[config.mk]
export PLATFORM = sky130hd
export DESIGN_NAME = ccad_top
export DESIGN_NICKNAME = d
export VERILOG_FILES = /design/src/pkg/ccad_pkg.sv /design/src/pkg/ccad_dec_if.sv /design/src/hdl/ccad_decode.sv /design/src/hdl/ccad_info_rom.sv /design/src/hdl/ccad_top.sv
export SDC_FILE = /design/constraint.sdc
export NUM_CORES = 1
export LEC_CHECK = 0
export ABC_AREA = 1
export BUFFER_PORTS_ARGS = -buffer_cell sky130_fd_sc_hd__buf_2
export CORE_UTILIZATION = 35
export DETAILED_ROUTE_END_ITERATION = 6
export HOLD_SLACK_MARGIN = 0.05
export MAX_ROUTING_LAYER = met4
export PLACE_DENSITY = 0.52
export SYNTH_ARGS = -nofsm -noshare
export SYNTH_HDL_FRONTEND = slang
export SYNTH_HIERARCHICAL = 1
export SYNTH_SLANG_ARGS = --single-unit
[constraint.sdc]
create_clock -name clk -period 2.45 [get_ports clk]
set_input_delay 0.245 -clock clk [delete_from_list [all_inputs] [get_ports clk]]
set_output_delay 0.245 -clock clk [all_outputs]
set_load 0.005 [all_outputs]
[src/pkg/ccad_pkg.sv]
// package: decode constants, register layout and reset values for the card configuration port
package ccad_pkg;
    // attribute word addresses (byte address a10..a0)
    localparam logic [10:0] CCAD_CFG_BASE      = 11'h200;
    localparam logic [10:0] CCAD_OFS_OPTION    = 11'h200;
    localparam logic [10:0] CCAD_OFS_STATE     = 11'h202;
    localparam logic [10:0] CCAD_OFS_PINSUB    = 11'h204;
    localparam logic [10:0] CCAD_OFS_SOCKET    = 11'h206;
    localparam int          CCAD_ADDR_W        = 11;
    localparam int          CCAD_DATA_W        = 16;
    localparam int          CCAD_INFO_DEPTH    = 256;
    // option register fields
    localparam int          CCAD_OPT_SRST_BIT  = 7;
    localparam int          CCAD_OPT_IMODE_BIT = 6;
    localparam int          CCAD_OPT_IDX_HI    = 5;
    localparam logic [7:0]  CCAD_OPT_RST       = 8'h00;
    localparam logic [7:0]  CCAD_STATE_RST     = 8'h00;
    localparam logic [7:0]  CCAD_PINSUB_RST    = 8'h0C;
    localparam logic [7:0]  CCAD_SOCKET_RST    = 8'h00;
    // strobe synchroniser idle: select, enables, read and write all high
    localparam logic [15:0] CCAD_SYNC_CTL_IDLE = 16'h07C0;
    // state register writable mask (sigchg, io8, pwrdwn)
    localparam logic [7:0]  CCAD_STATE_WMASK   = 8'h64;
    localparam logic [7:0]  CCAD_PINSUB_FIXED  = 8'h0C;
    localparam logic [7:0]  CCAD_SOCKET_WMASK  = 8'h10;
    // configuration index values
    localparam logic [5:0]  CCAD_IDX_MEMORY    = 6'h00;
    localparam logic [5:0]  CCAD_IDX_CONTIG    = 6'h01;
    localparam logic [5:0]  CCAD_IDX_PRIMARY   = 6'h02;
    localparam logic [5:0]  CCAD_IDX_SECOND    = 6'h03;
    // access kinds
    typedef enum logic [3:0] {
        CCAD_ACC_STANDBY,
        CCAD_ACC_IDLE,
        CCAD_ACC_CMEM_LO,
        CCAD_ACC_CMEM_HI,
        CCAD_ACC_CMEM_WORD,
        CCAD_ACC_CFG,
        CCAD_ACC_INFO_RD,
        CCAD_ACC_INVALID
    } ccad_acc_e;
    typedef enum logic [1:0] {
        CCAD_MAP_MEMORY,
        CCAD_MAP_CONTIG,
        CCAD_MAP_PRIMARY,
        CCAD_MAP_SECOND
    } ccad_map_e;
endpackage

[src/pkg/ccad_dec_if.sv]
// interface: synchronised host strobes and decoded access between decoder and top
`timescale 1ns/1ns
interface ccad_dec_if;
    import ccad_pkg::*;
    logic        attr_sel_n;
    logic        low_byte_enable_n;
    logic        high_byte_enable_n;
    logic        rd_n;
    logic        wr_n;
    logic [10:0] addr;
    ccad_acc_e   kind;
    logic [1:0]  cfg_sel;
    logic        cfg_hit;
    modport src (output attr_sel_n, output low_byte_enable_n, output high_byte_enable_n,
                 output rd_n, output wr_n, output addr, input kind, input cfg_sel, input cfg_hit);
    modport dec (input attr_sel_n, input low_byte_enable_n, input high_byte_enable_n,
                 input rd_n, input wr_n, input addr, output kind, output cfg_sel, output cfg_hit);
endinterface

[src/hdl/ccad_decode.sv]
// module: combinational decode of the host access kind and register select
`timescale 1ns/1ns
module ccad_decode
    import ccad_pkg::*;
(
    ccad_dec_if.dec d
);
    logic cfg_space;
    // configuration space ignores the high enable entirely
    assign cfg_space = !d.attr_sel_n && !d.low_byte_enable_n && d.addr[9] && !d.addr[0];
    // only 200h..206h even are real registers; rest of a9 space reads zero
    assign d.cfg_hit = cfg_space && !d.addr[10] && (d.addr[8:3] == 6'h00);
    assign d.cfg_sel = d.addr[2:1];

    always_comb begin
        d.kind = CCAD_ACC_IDLE;
        if (d.low_byte_enable_n && d.high_byte_enable_n) begin
            d.kind = CCAD_ACC_STANDBY;
        end else if (d.attr_sel_n) begin
            if (!d.low_byte_enable_n && d.high_byte_enable_n) begin
                d.kind = CCAD_ACC_CMEM_LO;
            end else if (d.low_byte_enable_n && !d.high_byte_enable_n) begin
                d.kind = CCAD_ACC_CMEM_HI;
            end else if (!d.addr[0]) begin
                d.kind = CCAD_ACC_CMEM_WORD;
            end else begin
                d.kind = CCAD_ACC_INVALID;
            end
        end else if (d.low_byte_enable_n || d.addr[0]) begin
            d.kind = CCAD_ACC_INVALID;
        end else if (d.addr[9]) begin
            d.kind = CCAD_ACC_CFG;
        end else if (!d.addr[10] && !d.rd_n && d.wr_n) begin
            d.kind = CCAD_ACC_INFO_RD;
        end else begin
            d.kind = CCAD_ACC_INVALID;
        end
    end
endmodule

[src/hdl/ccad_info_rom.sv]
// module: attribute information structure byte store, read only
`timescale 1ns/1ns
module ccad_info_rom
    import ccad_pkg::*;
#(
    parameter int DEPTH = CCAD_INFO_DEPTH
)(
    input  wire logic [$clog2(DEPTH)-1:0] index,
    output logic      [7:0]               data
);
    logic [7:0] mem [DEPTH];
    // fixed tuple content; a real part loads its own table here
    generate
        for (genvar i = 0; i < DEPTH; i++) begin : g_fill
            if (i == 0) begin : g_first
                assign mem[i] = 8'h01;
            end else begin : g_rest
                assign mem[i] = 8'hFF;
            end
        end
    endgenerate
    assign data = mem[index];
endmodule

[src/hdl/ccad_top.sv]
// module: parallel host port decode with card configuration registers
`timescale 1ns/1ns
module ccad_top
    import ccad_pkg::*;
#(
    parameter int INFO_DEPTH = CCAD_INFO_DEPTH
)(
    input  wire logic                   clk,
    input  wire logic                   arst_n,
    input  wire logic                   attr_sel_n,
    input  wire logic                   low_byte_enable_n,
    input  wire logic                   high_byte_enable_n,
    input  wire logic                   rd_n,
    input  wire logic                   wr_n,
    input  wire logic [10:0]            addr,
    input  wire logic [15:0]            data_in,
    input  wire logic                   core_irq,
    input  wire logic                   core_ready,
    input  wire logic [15:0]            cmem_rdata,
    output logic      [15:0]            data_out,
    output logic      [1:0]             data_oe,
    output logic                        cmem_rd,
    output logic                        cmem_wr,
    output logic      [1:0]             cmem_lanes,
    output logic      [10:0]            cmem_addr,
    output logic      [15:0]            cmem_wdata,
    output logic                        card_reset,
    output logic                        irq_out,
    output logic                        io_mode,
    output logic      [1:0]             map_mode,
    output logic                        status_chg_n
);
    // two-flop synchronisers for all host pins
    typedef struct packed {
        logic [15:0] s1_ctl;
        logic [15:0] s2_ctl;
        logic [15:0] s1_dat;
        logic [15:0] s2_dat;
        logic        irq_s1;
        logic        irq_s2;
        logic        rdy_s1;
        logic        rdy_s2;
    } ccad_sync_s;

    typedef struct packed {
        logic [7:0]  option;
        logic [7:0]  state;
        logic [7:0]  pinsub;
        logic [7:0]  socket;
        logic        wr_prev;
        logic        rd_prev;
        logic        rdy_prev;
        logic        irq_prev;
        logic [15:0] dout;
        logic [1:0]  oe;
        logic        cmem_rd;
        logic        cmem_wr;
        logic [1:0]  lanes;
        logic [10:0] caddr;
        logic [15:0] cwdata;
        logic        crst;
        logic        irq;
        logic        iomode;
        logic [1:0]  map;
        logic        chg_n;
    } ccad_state_s;

    ccad_sync_s  sy_q;
    ccad_sync_s  sy_d;
    ccad_state_s st_q;
    ccad_state_s st_d;
    ccad_dec_if  dif ();
    logic [7:0]  info_byte;
    logic [7:0]  cfg_rdata;
    logic [7:0]  wbyte;
    logic        wr_edge;
    logic        rd_act;
    ccad_acc_e   kind;

    // synchroniser stage packing; only s2 is read by logic
    always_comb begin
        sy_d        = sy_q;
        sy_d.s1_ctl = {5'h00, attr_sel_n, low_byte_enable_n, high_byte_enable_n, rd_n, wr_n, 6'h00};
        sy_d.s2_ctl = sy_q.s1_ctl;
        sy_d.s1_dat = data_in;
        sy_d.s2_dat = sy_q.s1_dat;
        sy_d.irq_s1 = core_irq;
        sy_d.irq_s2 = sy_q.irq_s1;
        sy_d.rdy_s1 = core_ready;
        sy_d.rdy_s2 = sy_q.rdy_s1;
    end

    // address bus synchronised separately to keep struct compact
    logic [10:0] addr_s1_q;
    logic [10:0] addr_s2_q;
    always_ff @(posedge clk or negedge arst_n) begin
        if (!arst_n) begin
            sy_q        <= '0;
            // strobes reset to idle high so no false write edge follows reset
            sy_q.s1_ctl <= CCAD_SYNC_CTL_IDLE;
            sy_q.s2_ctl <= CCAD_SYNC_CTL_IDLE;
            addr_s1_q <= 11'h000;
            addr_s2_q <= 11'h000;
        end else begin
            sy_q      <= sy_d;
            addr_s1_q <= addr;
            addr_s2_q <= addr_s1_q;
        end
    end

    assign dif.attr_sel_n         = sy_q.s2_ctl[10];
    assign dif.low_byte_enable_n  = sy_q.s2_ctl[9];
    assign dif.high_byte_enable_n = sy_q.s2_ctl[8];
    assign dif.rd_n               = sy_q.s2_ctl[7];
    assign dif.wr_n               = sy_q.s2_ctl[6];
    assign dif.addr               = addr_s2_q;

    ccad_decode u_dec (
        .d (dif)
    );

    ccad_info_rom #(
        .DEPTH (INFO_DEPTH)
    ) u_info (
        .index (addr_s2_q[$clog2(INFO_DEPTH):1]),
        .data  (info_byte)
    );

    assign kind    = dif.kind;
    assign wbyte   = sy_q.s2_dat[7:0];
    // write acts once on the falling strobe edge
    assign wr_edge = st_q.wr_prev && !dif.wr_n;
    assign rd_act  = !dif.rd_n && dif.wr_n;

    // register read mux; pin status visible through registers
    always_comb begin
        cfg_rdata = 8'h00;
        if (dif.cfg_hit) begin
            case (dif.cfg_sel)
                2'd0: cfg_rdata = st_q.option;
                2'd1: cfg_rdata = {st_q.state[7:1], 1'b0}; // request level, not the pulse
                2'd2: cfg_rdata = st_q.pinsub | CCAD_PINSUB_FIXED;
                2'd3: cfg_rdata = st_q.socket;
                default: cfg_rdata = 8'h00;
            endcase
        end
    end

    always_comb begin
        st_d          = st_q;
        st_d.wr_prev  = dif.wr_n;
        st_d.rd_prev  = dif.rd_n;
        st_d.rdy_prev = sy_q.rdy_s2;
        st_d.irq_prev = sy_q.irq_s2;
        st_d.cmem_rd  = 1'b0;
        st_d.cmem_wr  = 1'b0;
        st_d.oe       = 2'b00;
        st_d.dout     = 16'h0000;
        st_d.caddr    = dif.addr;
        st_d.cwdata   = sy_q.s2_dat;
        // pin substitute ready change flag (bit 5) latches on ready transitions; set wins
        if (sy_q.rdy_s2 != st_q.rdy_prev) begin
            st_d.pinsub[5] = 1'b1;
        end
        st_d.pinsub[1] = sy_q.rdy_s2;
        case (kind)
            CCAD_ACC_STANDBY: begin
                st_d.lanes = 2'b00;
            end
            CCAD_ACC_CMEM_LO: begin
                st_d.lanes   = 2'b01;
                st_d.cmem_rd = rd_act && st_q.rd_prev;
                st_d.cmem_wr = wr_edge;
                st_d.oe      = rd_act ? 2'b01 : 2'b00;
                st_d.dout    = {8'h00, cmem_rdata[7:0]};
            end
            CCAD_ACC_CMEM_HI: begin
                st_d.lanes   = 2'b10;
                st_d.cmem_rd = rd_act && st_q.rd_prev;
                st_d.cmem_wr = wr_edge;
                st_d.oe      = rd_act ? 2'b10 : 2'b00;
                st_d.dout    = {cmem_rdata[15:8], 8'h00};
            end
            CCAD_ACC_CMEM_WORD: begin
                st_d.lanes   = 2'b11;
                st_d.cmem_rd = rd_act && st_q.rd_prev;
                st_d.cmem_wr = wr_edge;
                st_d.oe      = rd_act ? 2'b11 : 2'b00;
                st_d.dout    = cmem_rdata;
            end
            CCAD_ACC_INFO_RD: begin
                st_d.oe   = 2'b01;
                st_d.dout = {8'h00, info_byte};
            end
            CCAD_ACC_CFG: begin
                if (rd_act) begin
                    st_d.oe   = 2'b01;
                    st_d.dout = {8'h00, cfg_rdata};
                end
                if (wr_edge && dif.cfg_hit) begin
                    case (dif.cfg_sel)
                        2'd0: st_d.option = wbyte;
                        2'd1: st_d.state = (st_q.state & ~CCAD_STATE_WMASK) | (wbyte & CCAD_STATE_WMASK);
                        2'd2: begin
                            // mask bits gate the change flags; a ready edge still sets
                            if (wbyte[1]) begin
                                st_d.pinsub[5] = wbyte[5] | (sy_q.rdy_s2 != st_q.rdy_prev);
                            end
                            if (wbyte[0]) begin
                                st_d.pinsub[4] = wbyte[4];
                            end
                        end
                        2'd3: st_d.socket = wbyte & CCAD_SOCKET_WMASK;
                        default: st_d.option = st_q.option;
                    endcase
                end
            end
            default: begin
                st_d.lanes = 2'b00;
            end
        endcase
        // soft reset: bit stays, rest of option, state and pinsub back to unconfigured; socket keeps its value
        st_d.crst = st_d.option[CCAD_OPT_SRST_BIT];
        if (st_q.option[CCAD_OPT_SRST_BIT]) begin
            st_d.option[CCAD_OPT_SRST_BIT-1:0] = CCAD_OPT_RST[CCAD_OPT_SRST_BIT-1:0];
            st_d.state  = CCAD_STATE_RST;
            st_d.pinsub = CCAD_PINSUB_RST;
            if (!(wr_edge && dif.cfg_hit && dif.cfg_sel == 2'd0)) begin
                st_d.option[CCAD_OPT_SRST_BIT] = 1'b1;
            end
        end
        // index decode to mapping; unknown indices fall back to memory
        case (st_d.option[CCAD_OPT_IDX_HI:0])
            CCAD_IDX_CONTIG:  st_d.map = CCAD_MAP_CONTIG;
            CCAD_IDX_PRIMARY: st_d.map = CCAD_MAP_PRIMARY;
            CCAD_IDX_SECOND:  st_d.map = CCAD_MAP_SECOND;
            default:          st_d.map = CCAD_MAP_MEMORY;
        endcase
        st_d.iomode = (st_d.option[CCAD_OPT_IDX_HI:0] != CCAD_IDX_MEMORY);
        // level mode follows request; pulse mode one clock per rising request
        if (st_q.option[CCAD_OPT_IMODE_BIT]) begin
            st_d.irq = sy_q.irq_s2;
        end else begin
            st_d.irq = sy_q.irq_s2 && !st_q.irq_prev;
        end
        st_d.state[1] = sy_q.irq_s2;
        st_d.state[7] = st_d.pinsub[5] | st_d.pinsub[4];
        st_d.chg_n    = !(st_d.state[7] && st_d.state[6] && st_d.iomode);
    end

    // whole state resets to power-up values
    always_ff @(posedge clk or negedge arst_n) begin
        if (!arst_n) begin
            st_q         <= '0;
            st_q.option  <= CCAD_OPT_RST;
            st_q.state   <= CCAD_STATE_RST;
            st_q.pinsub  <= CCAD_PINSUB_RST;
            st_q.socket  <= CCAD_SOCKET_RST;
            st_q.wr_prev <= 1'b1;
            st_q.rd_prev <= 1'b1;
            st_q.chg_n   <= 1'b1;
        end else begin
            st_q <= st_d;
        end
    end

    assign data_out     = st_q.dout;
    assign data_oe      = st_q.oe;
    assign cmem_rd      = st_q.cmem_rd;
    assign cmem_wr      = st_q.cmem_wr;
    assign cmem_lanes   = st_q.lanes;
    assign cmem_addr    = st_q.caddr;
    assign cmem_wdata   = st_q.cwdata;
    assign card_reset   = st_q.crst;
    assign irq_out      = st_q.irq;
    assign io_mode      = st_q.iomode;
    assign map_mode     = st_q.map;
    assign status_chg_n = st_q.chg_n;

    // standby never drives the data bus
    standby_quiet_a: assert property (@(posedge clk) disable iff (!arst_n)
        (kind == CCAD_ACC_STANDBY) |=> (data_oe == 2'b00))
        else $error("data driven in standby");
    // option write lands next cycle
    option_write_a: assert property (@(posedge clk) disable iff (!arst_n)
        (wr_edge && dif.cfg_hit && dif.cfg_sel == 2'd0 && !st_q.option[7]) |=> (st_q.option == $past(wbyte)))
        else $error("option write lost");
    // info area write leaves option and socket unchanged
    info_write_a: assert property (@(posedge clk) disable iff (!arst_n)
        (wr_edge && kind == CCAD_ACC_INVALID && !st_q.option[7]) |=> $stable(st_q.option) && $stable(st_q.socket))
        else $error("invalid write changed state");
    // soft reset holds reset output while bit set
    soft_reset_a: assert property (@(posedge clk) disable iff (!arst_n)
        st_q.option[7] |-> card_reset)
        else $error("soft reset not applied");
    // soft reset clears the index
    soft_clear_a: assert property (@(posedge clk) disable iff (!arst_n)
        ($past(st_q.option[7]) && st_q.option[7]) |-> (st_q.option[5:0] == 6'h00))
        else $error("index survived soft reset");
    // pulse mode gives single cycle requests
    pulse_irq_a: assert property (@(posedge clk) disable iff (!arst_n)
        (irq_out && !st_q.option[6] && !$past(st_q.option[6])) |=> !irq_out)
        else $error("pulse request too long");
    // word access drives both lanes on read
    word_lanes_a: assert property (@(posedge clk) disable iff (!arst_n)
        (kind == CCAD_ACC_CMEM_WORD && rd_act) |=> (data_oe == 2'b11))
        else $error("word read lanes wrong");
    // high enable alone drives upper lane only
    high_lane_a: assert property (@(posedge clk) disable iff (!arst_n)
        (kind == CCAD_ACC_CMEM_HI && rd_act) |=> (data_oe == 2'b10))
        else $error("high byte lane wrong");
    // mapping follows the primary index
    map_index_a: assert property (@(posedge clk) disable iff (!arst_n)
        (st_q.option[5:0] == CCAD_IDX_PRIMARY) |-> (map_mode == CCAD_MAP_PRIMARY))
        else $error("mapping mismatch");
    // information structure read drives the low lane only
    info_read_a: assert property (@(posedge clk) disable iff (!arst_n)
        (kind == CCAD_ACC_INFO_RD) |=> (data_oe == 2'b01))
        else $error("info read lanes wrong");
endmodule

* Yosys cells after proc, flatten, opt, wreduce, memory -nomap -nowiden
Memories as Yosys holds them, arrays and structs flattened.
Index checks and enable logic that the tools add are counted.
** Word-level totals
- Memory bits (read-only) :: 2048
- Input bits :: 52
- Output and inout port bits :: 55
- Logic and storage cells :: 123
- Flip-flop bits (word level) :: 147
- Memories kept :: 1
** Cells by class
- Multiplexer cells :: 33
- Equality and inequality tests :: 12
- Order comparisons :: 1
- Reduce and logical (&&, ||, !) cells :: 40
- Bitwise gates (word level) :: 4
** Memories
- (no name shown) :: words 256, bits a word 8, rd ports 1, clocked after Yosys merged registers in 0, wr ports 0, RTL line ccad_info_rom.sv:22 : assign data = mem[index];
** Operators by type and width (count)
- $pmux W18 S5 :: 1
- $mux W8 :: 5
- $mux W16 :: 2
- $pmux W8 S4 :: 1
- $mux W24 :: 1
- $mux W4 :: 6
- $logic_and A1 B1 Y1 :: 18
- $mux W2 :: 7
- $eq A4 B3 Y1 const B :: 3
- $eq A6 B2 Y1 const B :: 2
- $mux W10 :: 1
- $ge A9 B9 Y1 const B :: 1
- $logic_not A1 Y1 :: 9
- $not A8 Y9 :: 1
- $reduce_and A3 Y1 :: 3
- $eq A4 B2 Y1 const B :: 2
- $or A8 B7 Y8 :: 1
- $pmux W2 S4 :: 1
- $reduce_bool A2 Y1 :: 4
- $mux W1 :: 7
- $eq A6 B1 Y1 const B :: 1
- $logic_not A6 Y1 :: 1
- $pmux W2 S3 :: 1
- $reduce_bool A6 Y1 :: 1
- 8 further kinds :: 10

* Longest topological paths before layout
Gate-level depths: netlist of run 1.
- Depth after elaboration :: 16
- Mapped depth :: 17
- Gate-level depth less buffers :: 17

* By module
The synthesis of run 1 kept the hierarchy.
** By module, submodules not included
- ccad_top :: area an instance 4947.2 um^2, cells an instance 381, seq. area each 3594.7 um^2, instances 1
- ccad_decode :: area an instance 205.2 um^2, cells an instance 42, seq. area each 0.0 um^2, instances 1
- ccad_info_rom :: area an instance 112.6 um^2, cells an instance 23, seq. area each 0.0 um^2, instances 1

* Worst setup path after synthesis of run 1
No wires, ideal clock.
- Path kind :: reg2reg
- Start :: register sy_q, in the netlist dif.low_byte_enable_n
- End :: register st_q, in the netlist status_chg_n
- Setup time :: 0.077 ns
- Arrival time :: 2.029 ns
- Data required time :: 2.373 ns
- Period minus slack after synthesis :: 2.106 ns
- Cell stages (with the launch flop) :: 16
- Path buffers :: 1
- Slack :: 0.344 ns
- Path through :: dfstp_2 -> inv_1 -> ha_1 -> a21oi_1 -> nand2_1 -> nor2_1 -> nand2_2 -> nor2_8 -> nand3_4 -> buf_6 -> nand2_2 -> nand3_2 -> nand2_2 -> nor2_2 -> nand2_2 -> nand2_2
** RTL lines
- from (decl) :: RTL line ccad_top.sv:68 : ccad_sync_s sy_q;
- from (signal assigned) :: RTL line ccad_top.sv:105 : sy_q <= sy_d;
- to (signal assigned) :: RTL line ccad_top.sv:263 : st_q <= st_d;
- to (decl) :: RTL line ccad_top.sv:70 : ccad_state_s st_q;

==> metrics, run 1 <==
status complete, no violations; Post-DP HPWL 6540 microns; post-route cell area 0.00664 sq mm; type of origin of the critical path flop; critical path buffer and inverter count 2; # DRC 0; die width 125 microns; Synth Area per Inst 11.8 sq um; Pre-Repair DR Iteration Count 4; Synth Register Bits 143; Arrival @ worst endpoint 2.56 ns; CP dominant cell by count nor2_1; worst hold stages 3; final WL 9710 microns; largest net degree at the start of global routing 59; Placed Area 0.00561 sq mm; Net Count, Synth 501; Slew HR 0.629; Sw Pwr 1.30 mW; endpoints failing hold 0; H-tree Lvls 4; Multi-input gate area 978 sq um; Min-Delay Path Class input port to flop; row count 44; Non-Filler Instances 755; Top delay family on crit path simple AND/OR/NAND/NOR gates; gr usage total 0.141; R2R setup slack 0.18 ns; Sw Ratio 0.247; die area 0.0155 sq mm; period utilisation layout 0.925; Die Span Y 125 microns; leakage power 3.38 nW; setup_tns 0 ns; Final Total Pwr 5.27 mW; internal cell power 3.97 mW; I/O pins 107; max-slew violations 0; critical-path maximum fanout 11; FF-to-FF Start dif.high_byte_enable_n$_DFF_PN1_; synthesized area 0.00527 sq mm; clk root buf clkbuf_16; Period minus WS final 2.27 ns; Hold Crit Start cmem_rdata[5]; Pwr per Cell Area 794 mW/mm^2; worst hold slack 0.0722 ns; Clk pwr share 0.462; Initial DRC Count 111; vias per cell 4.08; starting density of the core 0.361; Gate Count Post-Synth 446; GR Overflow Total 0; initial antenna violation count 0; IO Port Bufs 106; r2r worst-path depth 14; Seq pwr share 0.478; hold endpoint data_out[5]$_DFF_PN0_; # Post-CTS Setup Buffers 0; TritonCTS Buffers 17; distinct cell type count after synthesis 34; ys async rst share 1.00; EDFF count, synth 0; Max Cap Violations 0; vias in the first global route 3,258; DRT antenna net count 0; final setup vio count 0; clock sinks 143; CTS tree yes; FILL cells 1,347; yosys warns 6; predominant post-synthesis flop cell dfrtp_1; area delta synth->final 26.2%; CORE AREA 0.0146 sq mm; Clock transition at path regs 0.06 ns; RSZ-0062 raised after global routing false; Fin Clk Skew 0.0112 ns; CP max stage cell dfstp_2; routability cong. 0.846; Setup crit end kind flop; Worst-Skew Late Latency 0.42 ns; CTS Buffer Depth 2; fmax 441 MHz; WS Path Type flop to flop; logic gate share of total power 0.060; Seq/Total Area, Yosys 0.683; worst slew pin tran 0.556 ns; Wirelength per Cell 12.9 microns; worst vdd ir 507 uV; via count 3,083; first-pass GRT wire length 16,200 microns; peak per-stage delay on the critical path 0.55 ns; layout cells sized above 1 0.349; storage element area 0.00359 sq mm; diodes inserted 0; Worst R2R End io_mode$_DFF_PN0_; CP required 2.75 ns; worst path cell trace inv_1, ha_1, nor2_1, nand2_1, nor2_1, nor2_2, inv_2, nand2_2, nor2_8, nand3_4, nand2_1, o21ai_2, nor2_1, nand2_2; Final nets 613; placed instance count 678
-- flip-flops by register name, indices dropped and copies added, names as in the netlist, 2 cells and up --
name        count
data_out       16
st_q           20
cmem_addr      11
sy_d           23
cmem_lanes      2
cmem_wdata     16
st_d           18
data_oe         2
map_mode        2
addr_s1_q      11
addr_s2_q      11
-- power by group through the flow --
stage	Sequential (mW)	Clock [mW]	Combinational, mW
after floorplan	2.55	0	0.169
after global placement	2.57	0	0.258
after detailed placement	2.57	0	0.262
after CTS	2.53	2.51	0.318
after global routing	2.53	2.62	0.358
final	2.52	2.44	0.314
-- kinds of logic (layout without fill, tap and decap cells) --
logic type | Yosys count | after routing | share of synthesized area
compound gates | 35 | 35 | 0.0428
xor+xnor | 1 | 1 | 0.00166
fa+ha+maj | 3 | 3 | 0.00713
buf+inv | 128 | 253 | 0.135
flops | 143 | 143 | 0.683
other cells | 2 | 2 | 0.00143
simple gates | 134 | 134 | 0.129
-- stage by stage --
step / worst slack (ns) / util
floorplan: 0.344 / -
global placement: 0.157 / 0.384
detailed placement: 0.107 / 0.384
CTS: 0.0834 / 0.454
global route: 0.0121 / 0.455
finish: 0.184 / 0.455
-- layout make-up --
type | count | area share
flip-flops and latches | 143 | 0.541
repair buffers | 154 | 0.154
multi-input cells | 175 | 0.147
clock buffers | 17 | 0.0640
inverters | 67 | 0.0379
well taps | 184 | 0.0347
clock inverters | 15 | 0.0211
-- worst max-delay path by stage --
stage	start	endpoint	slack, ns	cells after the start
2_1_floorplan	dif.low_byte_enable_n$_DFF_PN1_	status_chg_n$_DFF_PN1_	0.34	15
5_1_grt	dif.high_byte_enable_n$_DFF_PN1_	status_chg_n$_DFF_PN1_	0.01	16
3_5_place_dp	dif.low_byte_enable_n$_DFF_PN1_	map_mode[0]$_DFF_PN0_	0.11	12
6_report	dif.high_byte_enable_n$_DFF_PN1_	io_mode$_DFF_PN0_	0.18	14
4_1_cts	dif.low_byte_enable_n$_DFF_PN1_	map_mode[0]$_DFF_PN0_	0.08	12
3_3_place_gp	dif.low_byte_enable_n$_DFF_PN1_	map_mode[0]$_DFF_PN0_	0.16	12
-- metal layers --
layer | vias to the layer above | wire length [microns] | share of wire | GRT usage
li1 | 1538 | - | - | -
met1 | 1430 | 4460 | 0.46 | 0.177
met2 | 102 | 4570 | 0.47 | 0.209
met3 | 13 | 550 | 0.057 | 0.0494
met4 | 0 | 142 | 0.015 | 0.0560
met5 | - | 0 | 0 | -
-- Yosys cell counts, types with 2 or more instances --
| library cell | instances | area share |
|---|---|---|
| nand4_1 | 3 | 0.0036 |
| a21oi_1 | 4 | 0.0038 |
| a22oi_1 | 5 | 0.0071 |
| dfrtp_1 | 130 | 0.62 |
| o22ai_1 | 2 | 0.0024 |
| nor2_2 | 5 | 0.0059 |
| nand3_1 | 15 | 0.014 |
| nand2_2 | 12 | 0.014 |
| buf_4 | 59 | 0.084 |
| nand3_2 | 5 | 0.0095 |
| conb_1 | 2 | 0.0014 |
| inv_1 | 58 | 0.041 |
| nand2_1 | 46 | 0.033 |
| nor3b_2 | 2 | 0.0048 |
| nor2_4 | 3 | 0.0064 |
| nor2_1 | 40 | 0.029 |
| o21ai_0 | 13 | 0.012 |
| o21a_1 | 2 | 0.0029 |
| ha_1 | 3 | 0.0071 |
| o211ai_1 | 2 | 0.0029 |
| o21ai_2 | 2 | 0.0033 |
| dfstp_2 | 13 | 0.065 |
| inv_2 | 9 | 0.0064 |
-- layout by cell type, fill, tap and decap left out, drive strengths merged --
cell type and n:
nand3 21, clkinv 3, o21ai 15, o21a 2, clkinvlp 2, buf 109
nor3b 2, dfrtp 130, nand4 3, xnor2 1, conb 2, dfstp 13
o22ai 2, dlygate4sd3 45, ha 3, nor2 49, a21oi 4, nand2 59
clkbuf 17, a22oi 5, o211ai 2, a21boi 1, o311ai 1, a31oi 2
inv 77, o31ai 1
-- repair_timing --
action                                  4_1_cts  5_1_grt
endpoints found under the hold margin        87        0
gates resized for setup                       0        5
endpoints found under the setup margin        0        8
hold buffers                                 45        0
-- worst reg2reg max path, delay by kind of cell, from the launching register on --
kind,cells,cell delay (ns)
buf+inv,2,0.13
compound gates,1,0.09
fa+ha+maj,1,0.17
flops,1,0.55
simple gates,10,1.21
Power figures use the tool's default switching activity.
==> inputs of run 2 (changes only) <==
- ABC_AREA: 1 -> 0
==> run 2 against run 1 <==
Against the previous run:
- flip-flop and latch count stayed put
- die area down 3.6%
- combinational power increased by 11%
- non-clock buffer count increased by 28
- clock power rose by 5%
- worst hold slack gained 0.0094 ns
- count of clock-buffer cells in the layout rose by 2
- first-iteration DRC count shrank 18%
- highest routed layer unchanged
==> metrics, run 2 <==
status complete, no violations; GR Overflow Total 0; Initial DRC Count 91; Largest register FFs 23; synth top area cells dfrtp_1, buf_4, dfstp_2, mux2i_1, nor2_1; WS Path Type flop to flop; largest net degree at the start of global routing 80; commonest non-fill, non-tap cells in the layout dfrtp_1, buf_2, dlygate4sd3_1; area delta synth->final 33.7%; Synth area leader dfrtp_1; Core Util, Final 0.485; peak per-stage delay on the critical path 0.57 ns; CP required 2.75 ns; Synth Register Bits 143; RSZ-0062 raised after global routing true; period utilisation layout 0.978; Min-Delay Path Class input port to flop; Critical Path Stages 9; via count 2,932; worst slew pin tran 0.706 ns; placed instance count 597; Clock transition at path regs 0.06 ns; Fin Clk Skew 0.00965 ns; most numerous cell in the Yosys netlist dfrtp_1; most common cell after layout, fill and taps aside dfrtp_1; r2r worst-path depth 9; Max Cap Violations 0; # DRC 0; die area 0.0150 sq mm; distinct cell type count after synthesis 45; post-route cell area 0.00679 sq mm; final WL 9580 microns; Gate Count Post-Synth 359; Post-DP HPWL 6350 microns; Placed Area 0.00551 sq mm; Period minus WS final 2.40 ns; worst vdd ir 429 uV; max-slew violations 0; gr usage total 0.149; Final nets 547; Non-Filler Instances 685; leakage power 3.30 nW; endpoints failing hold 0; R2R setup slack 0.05 ns; critical path buffer and inverter count 1; Pre-Repair DR Iteration Count 4; Post-synth top cells dfrtp_1, buf_4, nor2_1, mux2i_1, dfstp_2; Pwr per Cell Area 802 mW/mm^2; die width 122 microns; IO Port Bufs 106; Wirelength per Cell 14.0 microns; CP max stage cell dfstp_2; worst hold stages 3; CORE AREA 0.0140 sq mm; worst path cell trace inv_2, ha_4, a21o_1, a211oi_2, and4bb_2, nand3_4, mux2i_4, nor2_1, or3_1; layout cells sized above 1 0.422; predominant post-synthesis flop cell dfrtp_1; clk root buf clkbuf_16; row count 43; EDFF count, synth 0; Final Total Pwr 5.44 mW; initial antenna violation count 0; TritonCTS Buffers 17; routability cong. 0.764; Setup crit end kind flop; post-synth top area share 0.641; H-tree Lvls 4; synthesized area 0.00507 sq mm; fmax 417 MHz; first-pass GRT wire length 15,700 microns; I/O pins 107; final setup vio count 0; ys async rst share 1.00; CTS tree yes; vias in the first global route 3,100; critical-path maximum fanout 4; Slew HR 0.529; vias per cell 4.28; type of origin of the critical path flop; Worst-Skew Late Latency 0.42 ns; worst hold slack 0.0816 ns; yosys warns 6; Synth Area per Inst 14.1 sq um; DRT antenna net count 0; Top delay family on crit path simple AND/OR/NAND/NOR gates; CTS Buffer Depth 2; diodes inserted 0; Net Count, Synth 414; Arrival @ worst endpoint 2.69 ns; starting density of the core 0.363; Die Span Y 122 microns; clock sinks 143; Seq/Total Area, Yosys 0.708
run 2: logic make-up after synthesis:
group | after synthesis | share of synthesized area
flip-flops | 143 | 0.708
multiplexers | 20 | 0.0404
other | 2 | 0.00148
buffers and inverters | 76 | 0.103
AND/OR/NAND/NOR | 80 | 0.0922
XOR/XNOR | 2 | 0.00345
AO/OA/AOI/OAI | 33 | 0.0439
adder cells (fa/ha/maj) | 3 | 0.00740
run 2: path summary, 6_finish.rpt:
| check | from | end |
|---|---|---|
| worst min-delay path | cmem_rdata[1] | data_out[1]$_DFF_PN0_ |
| worst max-delay path | dif.low_byte_enable_n$_DFF_PN1_ | io_mode$_DFF_PN0_ |
| min in group asynchronous | arst_n | sy_d[14]$_DFF_PN0_ |
| worst max register to register | dif.low_byte_enable_n$_DFF_PN1_ | io_mode$_DFF_PN0_ |
| max in group asynchronous | arst_n | status_chg_n$_DFF_PN1_ |
| worst min register to register | sy_d[4]$_DFF_PN0_ | st_d[6]$_DFF_PN0_ |
run 2: stage by stage:
| step | worst slack [ns] | setup TNS [ns] |
|---|---|---|
| final | 0.0541 | 0 |
| after global routing | -0.0599 | -0.172 |
| after CTS | -0.0187 | -0.0187 |
| after detailed placement | -0.119 | -0.489 |
| after global placement | -0.0449 | -0.0828 |
| after floorplan | 0.129 | 0 |
run 2: what timing repair did:
item | CTS | global route
setup endpoints to repair | 16 | 22
resized for setup | 12 | 18
hold buffers | 43 | 0
pin swaps | 8 | 6
endpoints found under the hold margin | 105 | 0
buffers inserted | 4 | 9
run 2: where the power goes:
group	internal, mW	switching, mW	leakage (nW)
sequential	2.48	0.0479	1.73
clock	1.57	0.999	0.291
combinational	0.186	0.163	1.27
total	4.24	1.21	3.30
run 2: layer usage:
| layer | vias up | share of wire | track usage |
|---|---|---|---|
| li1 | 1412 | - | - |
| met1 | 1435 | 0.44 | 0.177 |
| met2 | 72 | 0.50 | 0.229 |
| met3 | 13 | 0.040 | 0.0451 |
| met4 | 0 | 0.018 | 0.0777 |
| met5 | - | 0 | - |
run 2: tightest hold or removal path: stages:
cell	delay [ns]
buf_2	0.08
a22oi_1	0.06
o21ai_0	0.07
run 2: area by class of cell:
cell class	instances	area [sq um]
fillers	1260	7200
multi-input cells	140	1090
inverters	8	30.0
well taps	180	225
flip-flops and latches	143	3590
clock inverters	13	154
clock buffers	19	453
repair buffers	182	1230
